File: src/hw/opa_pkg.sv
// Constants and types shared by the one-time-programmable access controller
// Operation
// Wait 20 us after pin reset
// Write 0x04 to device control first
// Program entry: 0x40, 0x58, then voltage
// Device increments pointer after each data write
// Poll completion by address read per byte
// Device shows an error status bit
// Program exit: voltage off, 0x40, 0x00
// Finish with device control 0x02, 0x00
// Read mode 0x00; each read increments pointer
// Read exit: 0x40 then 0x00
// Locations program once, only with voltage
// Lock flags follow the addressed location
// Upper security nibble zero blocks writes
// Lower security nibble zero blocks reads
// Checksum engine works despite locks
// Block checksum covers aligned 256 bytes
// Checksum byte one write starts 32-bit
// Busy flag set during checksum run
// 32-bit polynomial 0x04C11DB7, byte 3 first
// Checksum byte zero write starts block
// 16-bit polynomial 0x1021, byte 1 first
// Reset before 32-bit after block checksum
package opa_pkg;
  // Clock and timing
  localparam int CLK_PERIOD_PS = 4000;
  localparam int RST_WAIT_US = 20;
  localparam int RST_WAIT_CYC =
    (RST_WAIT_US * 1000000 + CLK_PERIOD_PS - 1) / CLK_PERIOD_PS;
  localparam int RST_PULSE_NS = 1000;
  localparam int RST_PULSE_CYC =
    (RST_PULSE_NS * 1000 + CLK_PERIOD_PS - 1) / CLK_PERIOD_PS;
  localparam int POLL_LIMIT = 1023;
  // Device register indices on the link
  localparam logic [7:0] REG_DEV_CTL = 8'h02;
  localparam logic [7:0] REG_PROM_CTL = 8'h10;
  localparam logic [7:0] REG_ADDR_HI = 8'h11;
  localparam logic [7:0] REG_ADDR_LO = 8'h12;
  localparam logic [7:0] REG_DATA = 8'h13;
  localparam logic [7:0] REG_STATUS = 8'h14;
  localparam logic [7:0] REG_CSUM0 = 8'h20;
  localparam logic [7:0] REG_CSUM1 = 8'h21;
  // Control values written to the device
  localparam logic [7:0] DEVICE_CONTROL_REG_CORE_HOLD = 8'h04;
  localparam logic [7:0] DEVICE_CONTROL_REG_RESET = 8'h02;
  localparam logic [7:0] DEVICE_CONTROL_REG_RUN = 8'h00;
  localparam logic [7:0] PCTL_PREP = 8'h40;
  localparam logic [7:0] PCTL_PROG = 8'h58;
  localparam logic [7:0] PCTL_READ = 8'h00;
  localparam logic [7:0] PCTL_OFF = 8'h00;
  // Bit positions in the link address and status registers
  localparam int BUSY_BIT = 1;
  localparam int STAT_ERR_BIT = 0;
  localparam int STAT_READ_LOCK_FLAG_BIT = 4;
  localparam int STAT_WRITE_LOCK_FLAG_BIT = 5;
  typedef enum logic [1:0] {
    OPA_OP_WRITE, OPA_OP_READ, OPA_OP_CRC16, OPA_OP_CRC32
  } opa_op_t;
  typedef enum logic [1:0] {
    KIND_WR, KIND_RD, KIND_ARD, KIND_POLL
  } opa_kind_t;
endpackage

File: src/hw/opa_step_if.sv
// Step request channel between sequencer and link access engine
`timescale 1ns/10ps
interface opa_step_if;
  logic req;
  opa_pkg::opa_kind_t kind;
  logic [7:0] reg_sel;
  logic [7:0] wdata;
  logic done;
  logic [7:0] rdata;
  logic timeout;
  modport ctrl(output req, kind, reg_sel, wdata,
               input done, rdata, timeout);
  modport port(input req, kind, reg_sel, wdata,
               output done, rdata, timeout);
endinterface

File: src/hw/opa_timer.sv
// Down-counter giving one pulse after a loaded number of cycles
`timescale 1ns/10ps
module opa_timer #(
  parameter int W = 16
) (
  input wire logic clk, // System clock
  input wire logic rst, // Synchronous reset
  input wire logic start, // Load and start
  input wire logic [W-1:0] load, // Cycles to run
  output logic done // Pulse on expiry
);
  logic [W-1:0] cnt_q;
  logic [W-1:0] cnt_d;
  logic done_q;
  logic done_d;

  // Restart wins over a running count
  always_comb begin
    cnt_d = cnt_q;
    done_d = 1'b0;
    if (start) begin
      cnt_d = load;
    end else if (cnt_q != '0) begin
      cnt_d = cnt_q - W'(1);
      done_d = (cnt_q == W'(1));
    end
  end

  always_ff @(posedge clk) begin
    if (rst) begin
      cnt_q <= '0;
      done_q <= 1'b0;
    end else begin
      cnt_q <= cnt_d;
      done_q <= done_d;
    end
  end

  assign done = done_q;
endmodule

File: src/hw/opa_link_port.sv
// Link access engine: one register access per step, busy polling built in
`timescale 1ns/10ps
module opa_link_port #(
  parameter int POLL_LIMIT = opa_pkg::POLL_LIMIT
) (
  input wire logic clk, // System clock
  input wire logic rst, // Synchronous reset
  opa_step_if.port stp, // Steps from the sequencer
  output logic link_req, // Access request to device
  output logic [1:0] link_kind, // Access kind
  output logic [7:0] link_reg, // Device register
  output logic [7:0] link_wdata, // Write data
  input wire logic link_ack, // Access finished
  input wire logic [7:0] link_rdata // Read data
);
  typedef enum logic [1:0] {LP_IDLE, LP_WAIT, LP_GAP} opa_lp_t;
  opa_lp_t st_q;
  opa_lp_t st_d;
  logic req_q, req_d, poll_q, poll_d, done_q, done_d, tmo_q, tmo_d;
  logic [1:0] kind_q, kind_d;
  logic [7:0] reg_q, reg_d, wdata_q, wdata_d, rdata_q, rdata_d;
  logic [15:0] tries_q, tries_d;
  logic still_busy;

  assign still_busy = poll_q && link_rdata[opa_pkg::BUSY_BIT];

  // Accept a step, hold the request until acknowledged, repeat polls
  always_comb begin
    st_d = st_q;
    req_d = req_q;
    poll_d = poll_q;
    kind_d = kind_q;
    reg_d = reg_q;
    wdata_d = wdata_q;
    rdata_d = rdata_q;
    tries_d = tries_q;
    tmo_d = tmo_q;
    done_d = 1'b0;
    case (st_q)
      LP_IDLE: begin
        if (stp.req) begin
          poll_d = (stp.kind == opa_pkg::KIND_POLL);
          kind_d = poll_d ? opa_pkg::KIND_ARD : stp.kind;
          reg_d = stp.reg_sel;
          wdata_d = stp.wdata;
          tries_d = 16'h0000;
          tmo_d = 1'b0;
          req_d = 1'b1;
          st_d = LP_WAIT;
        end
      end
      LP_WAIT: begin
        if (link_ack) begin
          req_d = 1'b0;
          rdata_d = link_rdata;
          // A bounded poll keeps a dead device from hanging the host
          if (still_busy && tries_q < 16'(POLL_LIMIT - 1)) begin
            tries_d = tries_q + 16'h0001;
            st_d = LP_GAP;
          end else begin
            tmo_d = still_busy;
            done_d = 1'b1;
            st_d = LP_IDLE;
          end
        end
      end
      LP_GAP: begin
        req_d = 1'b1;
        st_d = LP_WAIT;
      end
      default: st_d = LP_IDLE;
    endcase
  end

  always_ff @(posedge clk) begin
    if (rst) begin
      st_q <= LP_IDLE;
      req_q <= 1'b0;
      poll_q <= 1'b0;
      kind_q <= 2'h0;
      reg_q <= 8'h00;
      wdata_q <= 8'h00;
      rdata_q <= 8'h00;
      tries_q <= 16'h0000;
      tmo_q <= 1'b0;
      done_q <= 1'b0;
    end else begin
      st_q <= st_d;
      req_q <= req_d;
      poll_q <= poll_d;
      kind_q <= kind_d;
      reg_q <= reg_d;
      wdata_q <= wdata_d;
      rdata_q <= rdata_d;
      tries_q <= tries_d;
      tmo_q <= tmo_d;
      done_q <= done_d;
    end
  end

  assign link_req = req_q;
  assign link_kind = kind_q;
  assign link_reg = reg_q;
  assign link_wdata = wdata_q;
  assign stp.done = done_q;
  assign stp.rdata = rdata_q;
  assign stp.timeout = tmo_q;

  property p_poll_again;
    @(posedge clk) disable iff (rst)
    (st_q == LP_WAIT && link_ack && still_busy &&
     tries_q < 16'(POLL_LIMIT - 1))
    |=> !link_req ##1 (link_req && link_kind == opa_pkg::KIND_ARD);
  endproperty
  a_poll_again: assert property (p_poll_again)
    else $error("busy poll not repeated");
endmodule

File: src/hw/opa_ctrl.sv
// Programmer-side sequencer for write, read and checksum sessions
`timescale 1ns/10ps
module opa_ctrl #(
  parameter int WAIT_CYCLES = opa_pkg::RST_WAIT_CYC,
  parameter int POLL_LIMIT = opa_pkg::POLL_LIMIT
) (
  input wire logic SYS_CLK, // 250 MHz clock
  input wire logic RST, // Synchronous reset, high
  input wire logic CMD_VALID, // Command offered
  output logic CMD_READY, // Command taken when both high
  input wire logic [1:0] CMD_OP, // Operation code
  input wire logic [15:0] CMD_ADDR, // Start address or block
  input wire logic [15:0] CMD_COUNT, // Bytes to move
  input wire logic WR_VALID, // Program byte offered
  output logic WR_READY, // Program byte taken
  input wire logic [7:0] WR_DATA, // Program byte
  output logic RD_VALID, // Read byte pulse
  output logic [7:0] RD_DATA, // Read byte
  output logic DONE, // Session end pulse
  output logic ERROR, // Last session failed
  output logic BUSY, // Session running
  output logic [31:0] RESULT, // Checksum result
  output logic DEV_RST_N, // Device reset pin, low
  output logic VPP_EN, // Programming voltage on
  output logic LINK_REQ, // Link access request
  output logic [1:0] LINK_KIND, // Link access kind
  output logic [7:0] LINK_REG, // Device register
  output logic [7:0] LINK_WDATA, // Link write data
  input wire logic LINK_ACK, // Link access done
  input wire logic [7:0] LINK_RDATA // Link read data
);
  typedef enum logic [4:0] {
    ST_IDLE, ST_PIN_RST, ST_PIN_WAIT, ST_CORE, ST_MODE1, ST_MODE2,
    ST_VPP_ON, ST_ADDR_HI, ST_ADDR_LO, ST_DATA_GET, ST_DATA_WR, ST_POLL,
    ST_DATA_RD, ST_STAT, ST_CRC_GO, ST_CRC_POLL, ST_CRC_RD, ST_VPP_OFF,
    ST_EXIT1, ST_EXIT2, ST_DEVR1, ST_DEVR2
  } opa_st_t;

  opa_step_if stp();
  opa_st_t st_q, st_d;
  opa_pkg::opa_op_t op_q, op_d;
  logic [15:0] addr_q, addr_d, cnt_q, cnt_d;
  logic [7:0] wbyte_q, wbyte_d, rd_data_q, rd_data_d;
  logic [31:0] res_q, res_d;
  logic [1:0] idx_q, idx_d;
  logic issued_q, issued_d, err_q, err_d, vpp_q, vpp_d, pin_q, pin_d;
  logic rd_valid_q, rd_valid_d, done_q, done_d;
  logic step_need, tmr_start, tmr_done, is_wr, is_crc, bad;
  logic [15:0] tmr_load;

  assign is_wr = (op_q == opa_pkg::OPA_OP_WRITE);
  assign is_crc = (op_q == opa_pkg::OPA_OP_CRC16) ||
                  (op_q == opa_pkg::OPA_OP_CRC32);
  assign bad = stp.rdata[opa_pkg::STAT_ERR_BIT] ||
               (is_wr ? stp.rdata[opa_pkg::STAT_WRITE_LOCK_FLAG_BIT]
                      : stp.rdata[opa_pkg::STAT_READ_LOCK_FLAG_BIT]);

  // Link step wanted in each state
  always_comb begin
    step_need = 1'b1;
    stp.kind = opa_pkg::KIND_WR;
    stp.reg_sel = opa_pkg::REG_DEV_CTL;
    stp.wdata = opa_pkg::DEVICE_CONTROL_REG_RUN;
    case (st_q)
      ST_CORE: stp.wdata = opa_pkg::DEVICE_CONTROL_REG_CORE_HOLD;
      ST_MODE1: begin
        stp.reg_sel = opa_pkg::REG_PROM_CTL;
        stp.wdata = is_wr ? opa_pkg::PCTL_PREP
                          : opa_pkg::PCTL_READ;
      end
      ST_MODE2: begin
        stp.reg_sel = opa_pkg::REG_PROM_CTL;
        stp.wdata = opa_pkg::PCTL_PROG;
      end
      ST_ADDR_HI: begin
        stp.reg_sel = opa_pkg::REG_ADDR_HI;
        stp.wdata = addr_q[15:8];
      end
      ST_ADDR_LO: begin
        stp.reg_sel = opa_pkg::REG_ADDR_LO;
        stp.wdata = addr_q[7:0];
      end
      ST_DATA_WR: begin
        stp.reg_sel = opa_pkg::REG_DATA;
        stp.wdata = wbyte_q;
      end
      ST_POLL, ST_CRC_POLL: stp.kind = opa_pkg::KIND_POLL;
      ST_DATA_RD: begin
        stp.kind = opa_pkg::KIND_RD;
        stp.reg_sel = opa_pkg::REG_DATA;
      end
      ST_STAT: begin
        stp.kind = opa_pkg::KIND_RD;
        stp.reg_sel = opa_pkg::REG_STATUS;
      end
      ST_CRC_GO: begin
        // Block start is a page number, so alignment cannot be broken
        stp.reg_sel = (op_q == opa_pkg::OPA_OP_CRC16) ?
                      opa_pkg::REG_CSUM0 : opa_pkg::REG_CSUM1;
        stp.wdata = addr_q[15:8];
      end
      ST_CRC_RD: begin
        stp.kind = opa_pkg::KIND_RD;
        stp.reg_sel = opa_pkg::REG_CSUM0 + {6'h00, idx_q};
      end
      ST_EXIT1: begin
        stp.reg_sel = opa_pkg::REG_PROM_CTL;
        stp.wdata = opa_pkg::PCTL_PREP;
      end
      ST_EXIT2: begin
        stp.reg_sel = opa_pkg::REG_PROM_CTL;
        stp.wdata = opa_pkg::PCTL_OFF;
      end
      ST_DEVR1: stp.wdata = opa_pkg::DEVICE_CONTROL_REG_RESET;
      ST_DEVR2: stp.wdata = opa_pkg::DEVICE_CONTROL_REG_RUN;
      default: step_need = 1'b0;
    endcase
  end

  assign stp.req = step_need && !issued_q;

  // Session sequencer
  always_comb begin
    st_d = st_q;
    op_d = op_q;
    addr_d = addr_q;
    cnt_d = cnt_q;
    wbyte_d = wbyte_q;
    rd_data_d = rd_data_q;
    res_d = res_q;
    idx_d = idx_q;
    err_d = err_q;
    vpp_d = vpp_q;
    pin_d = pin_q;
    rd_valid_d = 1'b0;
    done_d = 1'b0;
    tmr_start = 1'b0;
    tmr_load = 16'(opa_pkg::RST_PULSE_CYC);
    issued_d = step_need && !stp.done && (issued_q || stp.req);
    case (st_q)
      ST_IDLE: begin
        if (CMD_VALID) begin
          op_d = opa_pkg::opa_op_t'(CMD_OP);
          addr_d = CMD_ADDR;
          cnt_d = CMD_COUNT;
          res_d = 32'h0000_0000;
          err_d = 1'b0;
          pin_d = 1'b1; // Every session opens with a pin reset
          tmr_start = 1'b1;
          st_d = ST_PIN_RST;
        end
      end
      ST_PIN_RST: begin
        if (tmr_done) begin
          pin_d = 1'b0;
          tmr_start = 1'b1;
          tmr_load = 16'(WAIT_CYCLES);
          st_d = ST_PIN_WAIT;
        end
      end
      ST_PIN_WAIT: if (tmr_done) st_d = ST_CORE;
      ST_CORE: if (stp.done) st_d = is_crc ? ST_CRC_GO : ST_MODE1;
      ST_MODE1: if (stp.done) st_d = is_wr ? ST_MODE2 : ST_ADDR_HI;
      ST_MODE2: if (stp.done) st_d = ST_VPP_ON;
      ST_VPP_ON: begin
        vpp_d = 1'b1;
        st_d = ST_ADDR_HI;
      end
      ST_ADDR_HI: if (stp.done) st_d = ST_ADDR_LO;
      ST_ADDR_LO: begin
        if (stp.done) begin
          if (cnt_q == 16'h0000) begin
            st_d = is_wr ? ST_VPP_OFF : ST_EXIT1;
          end else begin
            st_d = is_wr ? ST_DATA_GET : ST_DATA_RD;
          end
        end
      end
      ST_DATA_GET: begin
        if (WR_VALID) begin
          wbyte_d = WR_DATA;
          st_d = ST_DATA_WR;
        end
      end
      ST_DATA_WR: begin
        if (stp.done) begin
          addr_d = addr_q + 16'h0001; // Mirrors device pointer
          st_d = ST_POLL;
        end
      end
      ST_POLL: begin
        if (stp.done) begin
          err_d = stp.timeout;
          st_d = stp.timeout ? ST_VPP_OFF : ST_STAT;
        end
      end
      ST_DATA_RD: begin
        if (stp.done) begin
          rd_data_d = stp.rdata;
          addr_d = addr_q + 16'h0001;
          st_d = ST_STAT;
        end
      end
      ST_STAT: begin
        if (stp.done) begin
          // A bad status aborts; the byte read with it is withheld
          if (bad) begin
            err_d = 1'b1;
            st_d = is_wr ? ST_VPP_OFF : ST_EXIT1;
          end else begin
            rd_valid_d = !is_wr;
            cnt_d = cnt_q - 16'h0001;
            if (cnt_q == 16'h0001) begin
              st_d = is_wr ? ST_VPP_OFF : ST_EXIT1;
            end else begin
              st_d = is_wr ? ST_DATA_GET : ST_DATA_RD;
            end
          end
        end
      end
      ST_CRC_GO: begin
        if (stp.done) begin
          idx_d = (op_q == opa_pkg::OPA_OP_CRC16) ? 2'h1 : 2'h3;
          st_d = ST_CRC_POLL;
        end
      end
      ST_CRC_POLL: begin
        if (stp.done) begin
          err_d = stp.timeout;
          st_d = stp.timeout ? ST_DEVR1 : ST_CRC_RD;
        end
      end
      ST_CRC_RD: begin
        if (stp.done) begin
          res_d = {res_q[23:0], stp.rdata}; // Most significant first
          idx_d = idx_q - 2'h1;
          if (idx_q == 2'h0) st_d = ST_DEVR1;
        end
      end
      ST_VPP_OFF: begin
        vpp_d = 1'b0; // Voltage drops before mode exit
        st_d = ST_EXIT1;
      end
      ST_EXIT1: if (stp.done) st_d = ST_EXIT2;
      ST_EXIT2: if (stp.done) st_d = ST_DEVR1;
      ST_DEVR1: if (stp.done) st_d = ST_DEVR2;
      ST_DEVR2: begin
        if (stp.done) begin
          done_d = 1'b1;
          st_d = ST_IDLE;
        end
      end
      default: st_d = ST_IDLE;
    endcase
  end

  always_ff @(posedge SYS_CLK) begin
    if (RST) begin
      st_q <= ST_IDLE;
      op_q <= opa_pkg::OPA_OP_WRITE;
      addr_q <= 16'h0000;
      cnt_q <= 16'h0000;
      wbyte_q <= 8'h00;
      rd_data_q <= 8'h00;
      res_q <= 32'h0000_0000;
      idx_q <= 2'h0;
      issued_q <= 1'b0;
      err_q <= 1'b0;
      vpp_q <= 1'b0;
      pin_q <= 1'b0;
      rd_valid_q <= 1'b0;
      done_q <= 1'b0;
    end else begin
      st_q <= st_d;
      op_q <= op_d;
      addr_q <= addr_d;
      cnt_q <= cnt_d;
      wbyte_q <= wbyte_d;
      rd_data_q <= rd_data_d;
      res_q <= res_d;
      idx_q <= idx_d;
      issued_q <= issued_d;
      err_q <= err_d;
      vpp_q <= vpp_d;
      pin_q <= pin_d;
      rd_valid_q <= rd_valid_d;
      done_q <= done_d;
    end
  end

  opa_timer #(.W(16)) u_timer (
    .clk(SYS_CLK),
    .rst(RST),
    .start(tmr_start),
    .load(tmr_load),
    .done(tmr_done)
  );

  opa_link_port #(.POLL_LIMIT(POLL_LIMIT)) u_link (
    .clk(SYS_CLK),
    .rst(RST),
    .stp(stp.port),
    .link_req(LINK_REQ),
    .link_kind(LINK_KIND),
    .link_reg(LINK_REG),
    .link_wdata(LINK_WDATA),
    .link_ack(LINK_ACK),
    .link_rdata(LINK_RDATA)
  );

  assign CMD_READY = (st_q == ST_IDLE);
  assign WR_READY = (st_q == ST_DATA_GET);
  assign BUSY = (st_q != ST_IDLE);
  assign RD_VALID = rd_valid_q;
  assign RD_DATA = rd_data_q;
  assign DONE = done_q;
  assign ERROR = err_q;
  assign RESULT = res_q;
  assign DEV_RST_N = !pin_q;
  assign VPP_EN = vpp_q;

  // Observers of the pins, read only by the checks below
  logic [15:0] since_q, since_d;
  logic [7:0] last_q, last_d, prev_q, prev_d;
  logic core_q, core_d, blk_q, blk_d, wr_ack;
  assign wr_ack = LINK_REQ && LINK_ACK && LINK_KIND == opa_pkg::KIND_WR;
  always_comb begin
    since_d = since_q;
    last_d = last_q;
    prev_d = prev_q;
    core_d = core_q;
    blk_d = blk_q;
    if (!DEV_RST_N) begin
      since_d = 16'h0000;
      last_d = 8'h00;
      prev_d = 8'h00;
      core_d = 1'b0;
      blk_d = 1'b0;
    end else begin
      if (since_q != 16'hffff) since_d = since_q + 16'h0001;
      if (wr_ack && LINK_REG == opa_pkg::REG_PROM_CTL) begin
        prev_d = last_q;
        last_d = LINK_WDATA;
      end
      if (wr_ack && LINK_REG == opa_pkg::REG_DEV_CTL &&
          LINK_WDATA == opa_pkg::DEVICE_CONTROL_REG_CORE_HOLD) core_d = 1'b1;
      if (wr_ack && LINK_REG == opa_pkg::REG_CSUM0) blk_d = 1'b1;
    end
  end
  always_ff @(posedge SYS_CLK) begin
    if (RST) begin
      since_q <= 16'h0000;
      last_q <= 8'h00;
      prev_q <= 8'h00;
      core_q <= 1'b0;
      blk_q <= 1'b0;
    end else begin
      since_q <= since_d;
      last_q <= last_d;
      prev_q <= prev_d;
      core_q <= core_d;
      blk_q <= blk_d;
    end
  end

  property p_first_wait;
    @(posedge SYS_CLK) disable iff (RST)
    $rose(LINK_REQ) |-> since_q >= 16'(WAIT_CYCLES);
  endproperty
  a_first_wait: assert property (p_first_wait)
    else $error("link used too soon after pin reset");

  property p_core_first;
    @(posedge SYS_CLK) disable iff (RST)
    (LINK_REQ && LINK_REG == opa_pkg::REG_PROM_CTL) |-> core_q;
  endproperty
  a_core_first: assert property (p_core_first)
    else $error("memory control written before core hold");

  property p_vpp_entry;
    @(posedge SYS_CLK) disable iff (RST)
    $rose(VPP_EN) |-> (last_q == opa_pkg::PCTL_PROG &&
                       prev_q == opa_pkg::PCTL_PREP);
  endproperty
  a_vpp_entry: assert property (p_vpp_entry)
    else $error("voltage applied before program mode entry");

  property p_addr_step;
    @(posedge SYS_CLK) disable iff (RST)
    ((st_q == ST_DATA_WR || st_q == ST_DATA_RD) && stp.done)
    |=> addr_q == $past(addr_q) + 16'h0001;
  endproperty
  a_addr_step: assert property (p_addr_step)
    else $error("address copy did not advance by one");

  property p_poll_after;
    @(posedge SYS_CLK) disable iff (RST)
    (wr_ack && LINK_REG == opa_pkg::REG_DATA)
    |-> ##[1:8] (LINK_REQ && LINK_KIND == opa_pkg::KIND_ARD);
  endproperty
  a_poll_after: assert property (p_poll_after)
    else $error("no completion poll after data write");

  property p_vpp_exit;
    @(posedge SYS_CLK) disable iff (RST)
    (LINK_REQ && LINK_REG == opa_pkg::REG_PROM_CTL &&
     last_q == opa_pkg::PCTL_PROG) |-> !VPP_EN;
  endproperty
  a_vpp_exit: assert property (p_vpp_exit)
    else $error("mode exit while voltage still on");

  property p_dev_reset;
    @(posedge SYS_CLK) disable iff (RST)
    (wr_ack && LINK_REG == opa_pkg::REG_DEV_CTL &&
     LINK_WDATA == opa_pkg::DEVICE_CONTROL_REG_RESET)
    |-> ##[1:8] (LINK_REQ && LINK_REG == opa_pkg::REG_DEV_CTL &&
                 LINK_WDATA == opa_pkg::DEVICE_CONTROL_REG_RUN);
  endproperty
  a_dev_reset: assert property (p_dev_reset)
    else $error("device reset not followed by release");

  property p_read_mode;
    @(posedge SYS_CLK) disable iff (RST)
    (st_q == ST_DATA_RD && stp.req) |-> last_q == opa_pkg::PCTL_READ;
  endproperty
  a_read_mode: assert property (p_read_mode)
    else $error("data read outside read mode");

  property p_mode_exit;
    @(posedge SYS_CLK) disable iff (RST)
    (LINK_REQ && !is_crc && LINK_REG == opa_pkg::REG_DEV_CTL &&
     LINK_WDATA == opa_pkg::DEVICE_CONTROL_REG_RESET)
    |-> (last_q == opa_pkg::PCTL_OFF && prev_q == opa_pkg::PCTL_PREP);
  endproperty
  a_mode_exit: assert property (p_mode_exit)
    else $error("device reset before mode exit pair");

  property p_crc32_clean;
    @(posedge SYS_CLK) disable iff (RST)
    (LINK_REQ && LINK_KIND == opa_pkg::KIND_WR &&
     LINK_REG == opa_pkg::REG_CSUM1) |-> !blk_q;
  endproperty
  a_crc32_clean: assert property (p_crc32_clean)
    else $error("full checksum without reset after block one");
endmodule

File: config.mk
export PLATFORM = sky130hd
export DESIGN_NAME = opa_ctrl
export DESIGN_NICKNAME = d
export VERILOG_FILES = /design/src/hw/opa_pkg.sv /design/src/hw/opa_step_if.sv /design/src/hw/opa_timer.sv /design/src/hw/opa_link_port.sv /design/src/hw/opa_ctrl.sv
export SDC_FILE = /design/constraint.sdc
export NUM_CORES = 1
export LEC_CHECK = 0
export ABC_AREA = 1
export BUFFER_PORTS_ARGS = -buffer_cell sky130_fd_sc_hd__buf_2
export CAP_MARGIN = 15
export CORE_ASPECT_RATIO = 1.75
export CORE_UTILIZATION = 62
export DETAILED_ROUTE_END_ITERATION = 8
export GPL_TIMING_DRIVEN = 0
export PLACE_DENSITY = 0.86
export SLEW_MARGIN = 40
export SYNTH_ARGS = -nofsm -noshare
export SYNTH_HDL_FRONTEND = slang
export SYNTH_SLANG_ARGS = --single-unit
File: constraint.sdc
create_clock -name SYS_CLK -period 2.83 [get_ports SYS_CLK]
set_clock_uncertainty 0.15 [all_clocks]
set_input_delay 0.283 -clock SYS_CLK [delete_from_list [all_inputs] [get_ports SYS_CLK]]
set_output_delay 0.283 -clock SYS_CLK [all_outputs]
set_load 0.005 [all_outputs]
==> results of run 1 <==
[stage by stage]
stage / utilization / area (µm²) / hold slack (ns)
final: 0.772 / 9590 / 0.0111
after global routing: 0.772 / 9590 / 0.0276
after CTS: 0.772 / 9590 / 0.00956
after detailed placement: 0.702 / 8730 / 0.280
after global placement: 0.702 / 8730 / 0.275
after floorplan: - / 7930 / 0.267
[worst max-delay path, delay by kind of cell (launching register included)]
family | cells | cell delay, ns
AOI/OAI and AO/OA | 1 | 0.06
buffers and inverters | 4 | 0.54
DFF | 1 | 0.31
and+or+nand+nor | 8 | 1.23
[layout make-up]
type	instances	area [µm²]	share of cell area
multi-input cells	846	4130	0.431
flip-flops and latches	156	3120	0.326
repair buffers	143	841	0.0877
clock buffers	17	425	0.0444
inverters	105	397	0.0414
plain buffers	55	274	0.0286
well taps	168	210	0.0219
clock inverters	15	188	0.0196
[cells in the mapped netlist, drive strengths merged]
master,number,area share
nand2,212,0.10
nor2,198,0.10
dfxtp,156,0.39
a21oi,131,0.083
o21ai,107,0.069
inv,104,0.050
nand3,69,0.047
clkbuf,34,0.016
nand4,27,0.021
buf,21,0.018
nor3,17,0.011
xor2,13,0.014
a31oi,8,0.0063
ha,8,0.013
nor4,8,0.0063
o211ai,6,0.0057
xnor2,6,0.0066
a211oi,5,0.0054
or2,5,0.0039
o2111ai,4,0.0044
o22ai,4,0.0032
o31ai,4,0.0038
nor3b,2,0.0019
o21a,2,0.0019
a2111oi,1,0.0019
a21boi,1,0.00095
and2,1,0.00079
and3b,1,0.0011
clkinv,1,0.00047
conb,1,0.00047
nand3b,1,0.00095
o21bai,1,0.00095
o221ai,1,0.0011
[cells by family after synthesis]
kind of cell	Yosys count	share of synthesized area
AOI/OAI and AO/OA	275	0.188
DFF	156	0.394
buffers and inverters	160	0.0847
adders and majority gates	8	0.0126
other	1	0.000473
xor gates and xnor gates	19	0.0210
and+or+nand+nor	541	0.299
[power breakdown]
group,internal [mW],switching (mW),total [mW],leakage [nW]
sequential,2.64,0.393,3.03,1.27
clock,1.28,1.10,2.38,0.301
combinational,1.06,2.01,3.07,2.69
[worst paths after layout]
| path | startpoint | to | depth (start not counted) |
|---|---|---|---|
| min | WR_DATA[3] | wbyte_q[3]$_SDFFE_PP0P_ | 3 |
| min reg2reg | u_link.tries_q[13]$_SDFFE_PP0P_ | u_link.tries_q[13]$_SDFFE_PP0P_ | 2 |
| max | st_q[2]$_SDFFE_PP0P_ | u_link.link_wdata[0]$_SDFFE_PP0P_ | 13 |
| max reg2reg | st_q[2]$_SDFFE_PP0P_ | u_link.link_wdata[0]$_SDFFE_PP0P_ | 13 |
[metal layers]
layer	global-route usage	share of wire
met5	0	0
met4	0.267	0.063
met3	0.0926	0.073
met2	0.680	0.51
met1	0.385	0.36
==> results by stage, run 1 <==
Run status:
- The run finished with clean final reports.

Detailed routing:
- After detailed routing, the total wire length is between 20000 and 25000 µm.
- Across all layers, the routed design uses 8672 vias.
- In the routed layout, each cell is associated on average with a via count of approximately 5.8.
- The first detailed-routing pass took 5 iterations.
- The number of nets with antenna violations after detailed routing is 0.
- In this run, the number of DRC markers left after iteration 0 of detailed routing was about 580.
- The post-detailed-route wirelength per cell is between 15 and 20 µm.
- After detailed routing, the number of remaining DRC violations is 0.

Clocking:
- CTS placed an instance of sky130_fd_sc_hd__clkbuf_16 at the clock tree root.
- The total clock sinks is between 150 and 200.
- TritonCTS built the clock tree.
- The later pin in the worst-skew pair is clocked with a latency of between 0.4 and 0.5 ns.
- Clock-pin slew was measured on the worst setup and hold paths at ~0.070 ns.
- After clock tree synthesis, the setup repair step added 0 buffers.
- After clock tree synthesis, the repair step resized 0 gates.
- The total of hold buffers inserted after clock tree synthesis is 25.
- The depth of the CTS H-tree is 4.
- The buffer depth of the longest clock path is 2.
- The number of clock buffers added by TritonCTS is 17.

Power:
- The worst-case IR drop observed on VDD is roughly 0.00071 V.
- The completed layout was analyzed and its total power is around 8.5 mW.
- Summed over all cells, the static leakage comes to 4.26 nW.
- In this run the power density over the cells is around 880 nW/µm².

Die:
- The count of boundary I/O pins is between 100 and 150.
- The floorplan step set the die height to about 150 µm.
- In this run the horizontal extent of the chip is 87.4 µm.
- The floorplan step defined a core boundary enclosing 12400 µm².
- In this run the core area contains 54 standard-cell rows.
- The initial utilization of the core area, before any placement, comes to 0.637.
- The die covers ~13000 µm².

Place:
- The number of I/O port buffers is approximately 120.
- The weighted congestion at the end of routability-driven global placement is between 1 and 1.5.
- The HPWL after detailed placement is roughly 18000 µm.
- At the placement stage, the worst setup path has a slack of 0.476 ns.
- The cell total after placement is around 1400.

STA:
- The final cycle utilization of the critical path is 0.868.
- Setup repair after global routing left no endpoint under its margin.
- The setup-violating endpoint count in the final report is 0.
- Setup total negative slack on the finished layout was measured at 0 ns.
- The final setup slack of the worst path is 0.373 ns.
- Derived from the worst setup path, the maximum achievable clock frequency is 407 MHz.
- For the finished layout, the period the worst path requires is between 2 and 2.5 ns.
- At the pin with the least slew margin, the transition time is approximately 0.81 ns.
- The final number of hold-violating endpoints came to 0.
- The number of pins exceeding their max-slew limit in the final report is 0.
- Measured against its own limit, the worst slew margin works out to 0.458.

Synth:
- After synthesis, the netlist uses 50 different library cells.
- The post-synthesis area per instance is 6.83 µm².
- After synthesis the netlist holds a flip-flop and latch count of ~160.
- The synthesized instance count is 1160.
- For this run, the number of Yosys warnings is 0.
- The synthesized netlist occupies a cell area of 7920 µm².
- Of the synthesized area, sequential elements account for 0.394.

Critical path:
- The kind of critical path is flop to flop.
- The worst stage delay on the critical path is about 0.33 ns.
- STA classifies the critical path endpoint as a flop.
- For the worst setup path, the data arrival time is roughly 2.6 ns.
- The register-to-register path setup slack is between 0.3 and 0.4 ns.
- The cell that appears most often on the critical path is sky130_fd_sc_hd__nand3_1.
- The slowest stage of the critical path belongs to the cell sky130_fd_sc_hd__nand3_1.
- The type of element launching the critical path is a flop.
- The required time of the worst setup path is approximately 3.0 ns.
- The signal on the critical path passes through buf_4, inv_1, nor2_2, nand3_1, nand3_1, nor2_1, nand2_2, nand3_1, buf_4, nand2_1, inv_1, nand2_1, o31ai_1.
- The largest driver fanout on the critical path is 10.

Finish:
- In the final layout, the share of cells above drive strength 1 is 0.160.
- Leaving out fill and tap cells, the most frequent cells in the layout are sky130_fd_sc_hd__nand2_1 (204), sky130_fd_sc_hd__nor2_1 (187), sky130_fd_sc_hd__dfxtp_1 (156).
- The number of nets in the layout is between 1000 and 1500.
- The most common cell after layout, fill and taps aside is sky130_fd_sc_hd__nand2_1.
- The number of cells in the finished layout apart from fillers is around 1500.
- The count of fill cells added during filler insertion is approximately 1000.
- The register with the most flip-flops in the layout has 32 of them.
- The count of antenna diodes in the layout is 0.
- Relative to the synthesized area, the layout overhead comes to 21.1%.

GRT:
- The first-pass GRT wire length is slightly below 40000 µm.
- The combined global-route utilization of all metal layers is 0.382.
- The initial antenna violation count is 0.
- Entering global routing, the biggest net connects 19 pins.
- The number of global-route vias before repair came to a little over 8000.
- The total global routing overflow is 0.

Worst hold path:
- In this run the worst hold path is classified as input port to flop.

Flow run:
- Across the run, the number of max-cap violations was 0.
(Power assumes the default switching activity.)
==> inputs of run 2 (changes only) <==
RECOVER_POWER = 100   (was not set)
==> run 2 against run 1 <==
  * Core utilization down 0.52 points
  * Non-clock buffer count unchanged
  * Sequential power about the same
  * Clock-buffer cell count unchanged
==> results by stage, run 2 (synthesized netlist as in run 1, its figures left out) <==
Critical path:
- The type of element launching the critical path is a flop.
- The required time of the worst setup path came to 3.01 ns (+0.05 ns).
- The worst reg2reg path depth came to 9 (-4).
- The capturing point of the worst reg2reg path is u_timer.cnt_q[14]$_SDFFE_PP0P_.
- The largest driver fanout on the critical path is 9 (-1).
- The critical path is of the flop to flop type.
- The launch instance of the worst register-to-register path is st_q[0]$_SDFFE_PP0P_.
- STA classifies the critical path endpoint as a flop.
- The register-to-register path setup slack is 0.30 ns (-0.07 ns).
- The critical path arrival was 2.71 ns (+0.12 ns).

Detailed routing:
- The first-pass detailed-route iteration total is 5 (unchanged).
- The post-detailed-route wirelength per cell is 16.5 µm (-0.33%).
- The total length of routed met3 wires was 1770 µm (-2.4%).
- The first-iteration detailed-routing DRC count is 588 (+1.2%).
- The wire length the detailed router placed on met1 came to 8940 µm (about the same).
- The number of nets with antenna violations after detailed routing came to 0 (unchanged).
- The final wirelength is 24900 µm (-0.33%).
- The via total after detailed routing was 8697 (+0.29%).
- The sum of met2 wire segment lengths after detailed routing is 12600 µm (-0.48%).
- The average via count per standard cell was 5.78 (+0.29%).
- The final routed DRC violation total was 0 (unchanged).
- Signal routing reaches up to met4.

Finish:
- The count of fill cells added during filler insertion is 1052 (+2.0%).
- The layout-stage area growth over the synthesis result is 20.3%.
- The number of nets in the layout came to 1387 (unchanged).
- The total area of sequential cells is 3120 µm² (unchanged).
- In the layout the commonest cells are sky130_fd_sc_hd__nand2_1 (205), sky130_fd_sc_hd__nor2_1 (191), sky130_fd_sc_hd__dfxtp_1 (156).
- The total area of multi-input combinational cells is 4110 µm² (-0.54%).
- The most common cell after layout, fill and taps aside is sky130_fd_sc_hd__nand2_1.
- The post-route cell area came to 9530 µm² (-0.68%).
- The count of antenna diodes in the layout is 0 (unchanged).
- The number of flip-flops in the largest register is 32 (unchanged).
- The fraction of layout cells with a size suffix above 1 came to 0.129 (-0.0314).

Die:
- The area enclosed by the die boundary is 13200 µm² (unchanged).
- The height of the die came to 152 µm (unchanged).
- The core footprint is 12400 µm² (unchanged).
- The x dimension of the die is 87.4 µm (unchanged).
- The standard-cell row count was 54 (unchanged).
- The initial cell density of the core is 0.637 (unchanged).
- The count of boundary I/O pins is 122 (unchanged).

Worst hold path:
- The worst hold path stage count is 3 (unchanged).
- The startpoint of the lowest-slack hold path is WR_DATA[0].
- The endpoint of the worst hold-timing path is wbyte_q[0]$_SDFFE_PP0P_.
- The classification of the worst-slack hold path is input port to flop.

Power:
- The fraction of power spent switching nets is 0.414 (+0.000717).
- The cell leakage power was 4.12 nW (-3.2%).
- The worst voltage drop across the vdd grid came to 0.000711 V (+0.38%).
- The fraction of power consumed by the clock network is 0.282 (+0.002).
- The power per unit of standard cell area is 884 nW/µm² (about the same).
- The internal portion of total power is 4.94 mW (-0.72%).
- The relative contribution of combinational cells to total power is 0.359 (-0.003).
- The fraction of power consumed by sequential logic is 0.359 (about the same).
- The power spent charging and discharging nets was 3.49 mW (-0.43%).

GRT:
- The total global routing overflow is 0 (unchanged).
- The combined global-route utilization of all metal layers is 0.382 (unchanged).
- The maximum number of pins on one net before global-route repair is 19 (unchanged).
- The initial antenna violation count is 0 (unchanged).
- The first-pass GRT wire length was 38600 µm (unchanged).
- The number of global-route vias before repair came to 8198 (unchanged).

Clocking:
- The latest clock arrival within the worst-skew pair is 0.43 ns (about the same).
- The CTS buffer count is 17 (unchanged).
- The count of cells resized by post-cts repair is 0 (unchanged).
- The total clock sinks was 156 (unchanged).
- The depth of the CTS H-tree is 4 (unchanged).
- The clock tree root buffer cell is sky130_fd_sc_hd__clkbuf_16.
- TritonCTS built the clock tree.
- The buffer depth of the longest clock path is 2 (unchanged).
- The number of post-CTS setup repair buffers is 0 (unchanged).
- The clock-pin transition on the worst setup and hold timing paths came to 0.07 ns (about the same).
- The total of hold buffers inserted after clock tree synthesis was 25 (unchanged).

Run status:
- The flow ran to the end, and the final reports show no timing, DRC or antenna violations.

Place:
- The number of I/O port buffers was 118 (unchanged).
- The weighted congestion at the end of routability-driven global placement was 1.03 (unchanged).
- The post-place setup slack was 0.476 ns (unchanged).
- The post-place instance area came to 8730 µm² (unchanged).
- The sum of net half-perimeters after detailed placement is 17700 µm (unchanged).

STA:
- The final number of hold-violating endpoints is 0 (unchanged).
- The tightest slew margin relative to the limit is 0.464 (+0.00567).
- The maximum clock frequency came to 395 MHz (-2.9%).
- The number of pins exceeding their max-slew limit in the final report is 0 (unchanged).
- The final cycle utilization of the critical path is 0.894 (+0.0255).
- The final setup slack of the worst path is 0.301 ns (-0.0721 ns).
- The summed negative setup slack over all endpoints was 0 ns (unchanged).
- The shortest period the worst path allows was 2.53 ns (+0.0721 ns).
- The setup-violating endpoint count in the final report is 0 (unchanged).
- The worst-margin pin slew is 0.804 ns (-0.00851 ns).
- Setup repair after global routing left no endpoint under its margin.

Flow run:
- The count of max-cap constraint violations was 0 (unchanged).
## run 2: power groups by stage
| stage | Clock [mW] | Combinational (mW) | Sequential [mW] |
|---|---|---|---|
| 2_1_floorplan | 0 | 2.15 | 2.97 |
| 3_3_place_gp | 0 | 2.88 | 3.05 |
| 3_5_place_dp | 0 | 2.95 | 3.05 |
| 4_1_cts | 2.38 | 3.01 | 3.01 |
| 5_1_grt | 2.47 | 3.37 | 3.07 |
| 6_report | 2.37 | 3.02 | 3.03 |
## run 2: layer usage
layer | GRT usage | vias to the layer above
met2 | 0.680 | 424
met3 | 0.0926 | 113
met4 | 0.267 | 0
met5 | 0 | -
met1 | 0.385 | 3987
li1 | - | 4173
## run 2: cell type report
| class | instances | share of cell area |
|---|---|---|
| timing repair buffer | 143 | 0.0839 |
| inverter | 105 | 0.0416 |
| clock buffer | 17 | 0.0447 |
| clock inverter | 15 | 0.0197 |
| tap | 168 | 0.0221 |
| sequential | 156 | 0.328 |
| multi-input combinational | 846 | 0.432 |
| buffer | 55 | 0.0286 |
## run 2: critical path, stage by stage, from the launching register on
cell and delay [ns]:
sky130_fd_sc_hd__dfxtp_1 0.36, sky130_fd_sc_hd__nor2_1 0.44, sky130_fd_sc_hd__nand3_4 0.29, sky130_fd_sc_hd__nor2_8 0.30, sky130_fd_sc_hd__inv_1 0.20, sky130_fd_sc_hd__nand2_2 0.20, sky130_fd_sc_hd__nor2_2 0.11, sky130_fd_sc_hd__nor3_1 0.18
sky130_fd_sc_hd__and2_0 0.16, sky130_fd_sc_hd__nor2_1 0.04
## run 2: worst max path at each step
| stage | from | end | slack (ns) |
|---|---|---|---|
| after global routing | st_q[3]$_SDFFE_PP0P_ | addr_q[6]$_SDFFE_PP0P_ | 0.11 |
| after global placement | st_q[1]$_SDFFE_PP0P_ | u_link.link_wdata[7]$_SDFFE_PP0P_ | 0.46 |
| after floorplan | u_timer.cnt_q[0]$_SDFFE_PP0P_ | u_timer.cnt_q[11]$_SDFFE_PP0P_ | 0.93 |
| after CTS | st_q[2]$_SDFFE_PP0P_ | u_link.link_wdata[0]$_SDFFE_PP0P_ | 0.42 |
| after detailed placement | st_q[2]$_SDFFE_PP0P_ | u_link.link_wdata[5]$_SDFFE_PP0P_ | 0.48 |
| final | st_q[0]$_SDFFE_PP0P_ | u_timer.cnt_q[14]$_SDFFE_PP0P_ | 0.30 |
## run 2: per-stage QoR
step	hold WS [ns]	power, mW	utilization	std cells
finish	0.0116	8.42	0.766	1505
global route	0.0276	8.91	0.766	1505
CTS	0.00956	8.40	0.772	1505
detailed placement	0.280	6.00	0.702	1448
global placement	0.275	5.93	0.702	1448
floorplan	0.267	5.12	-	1162
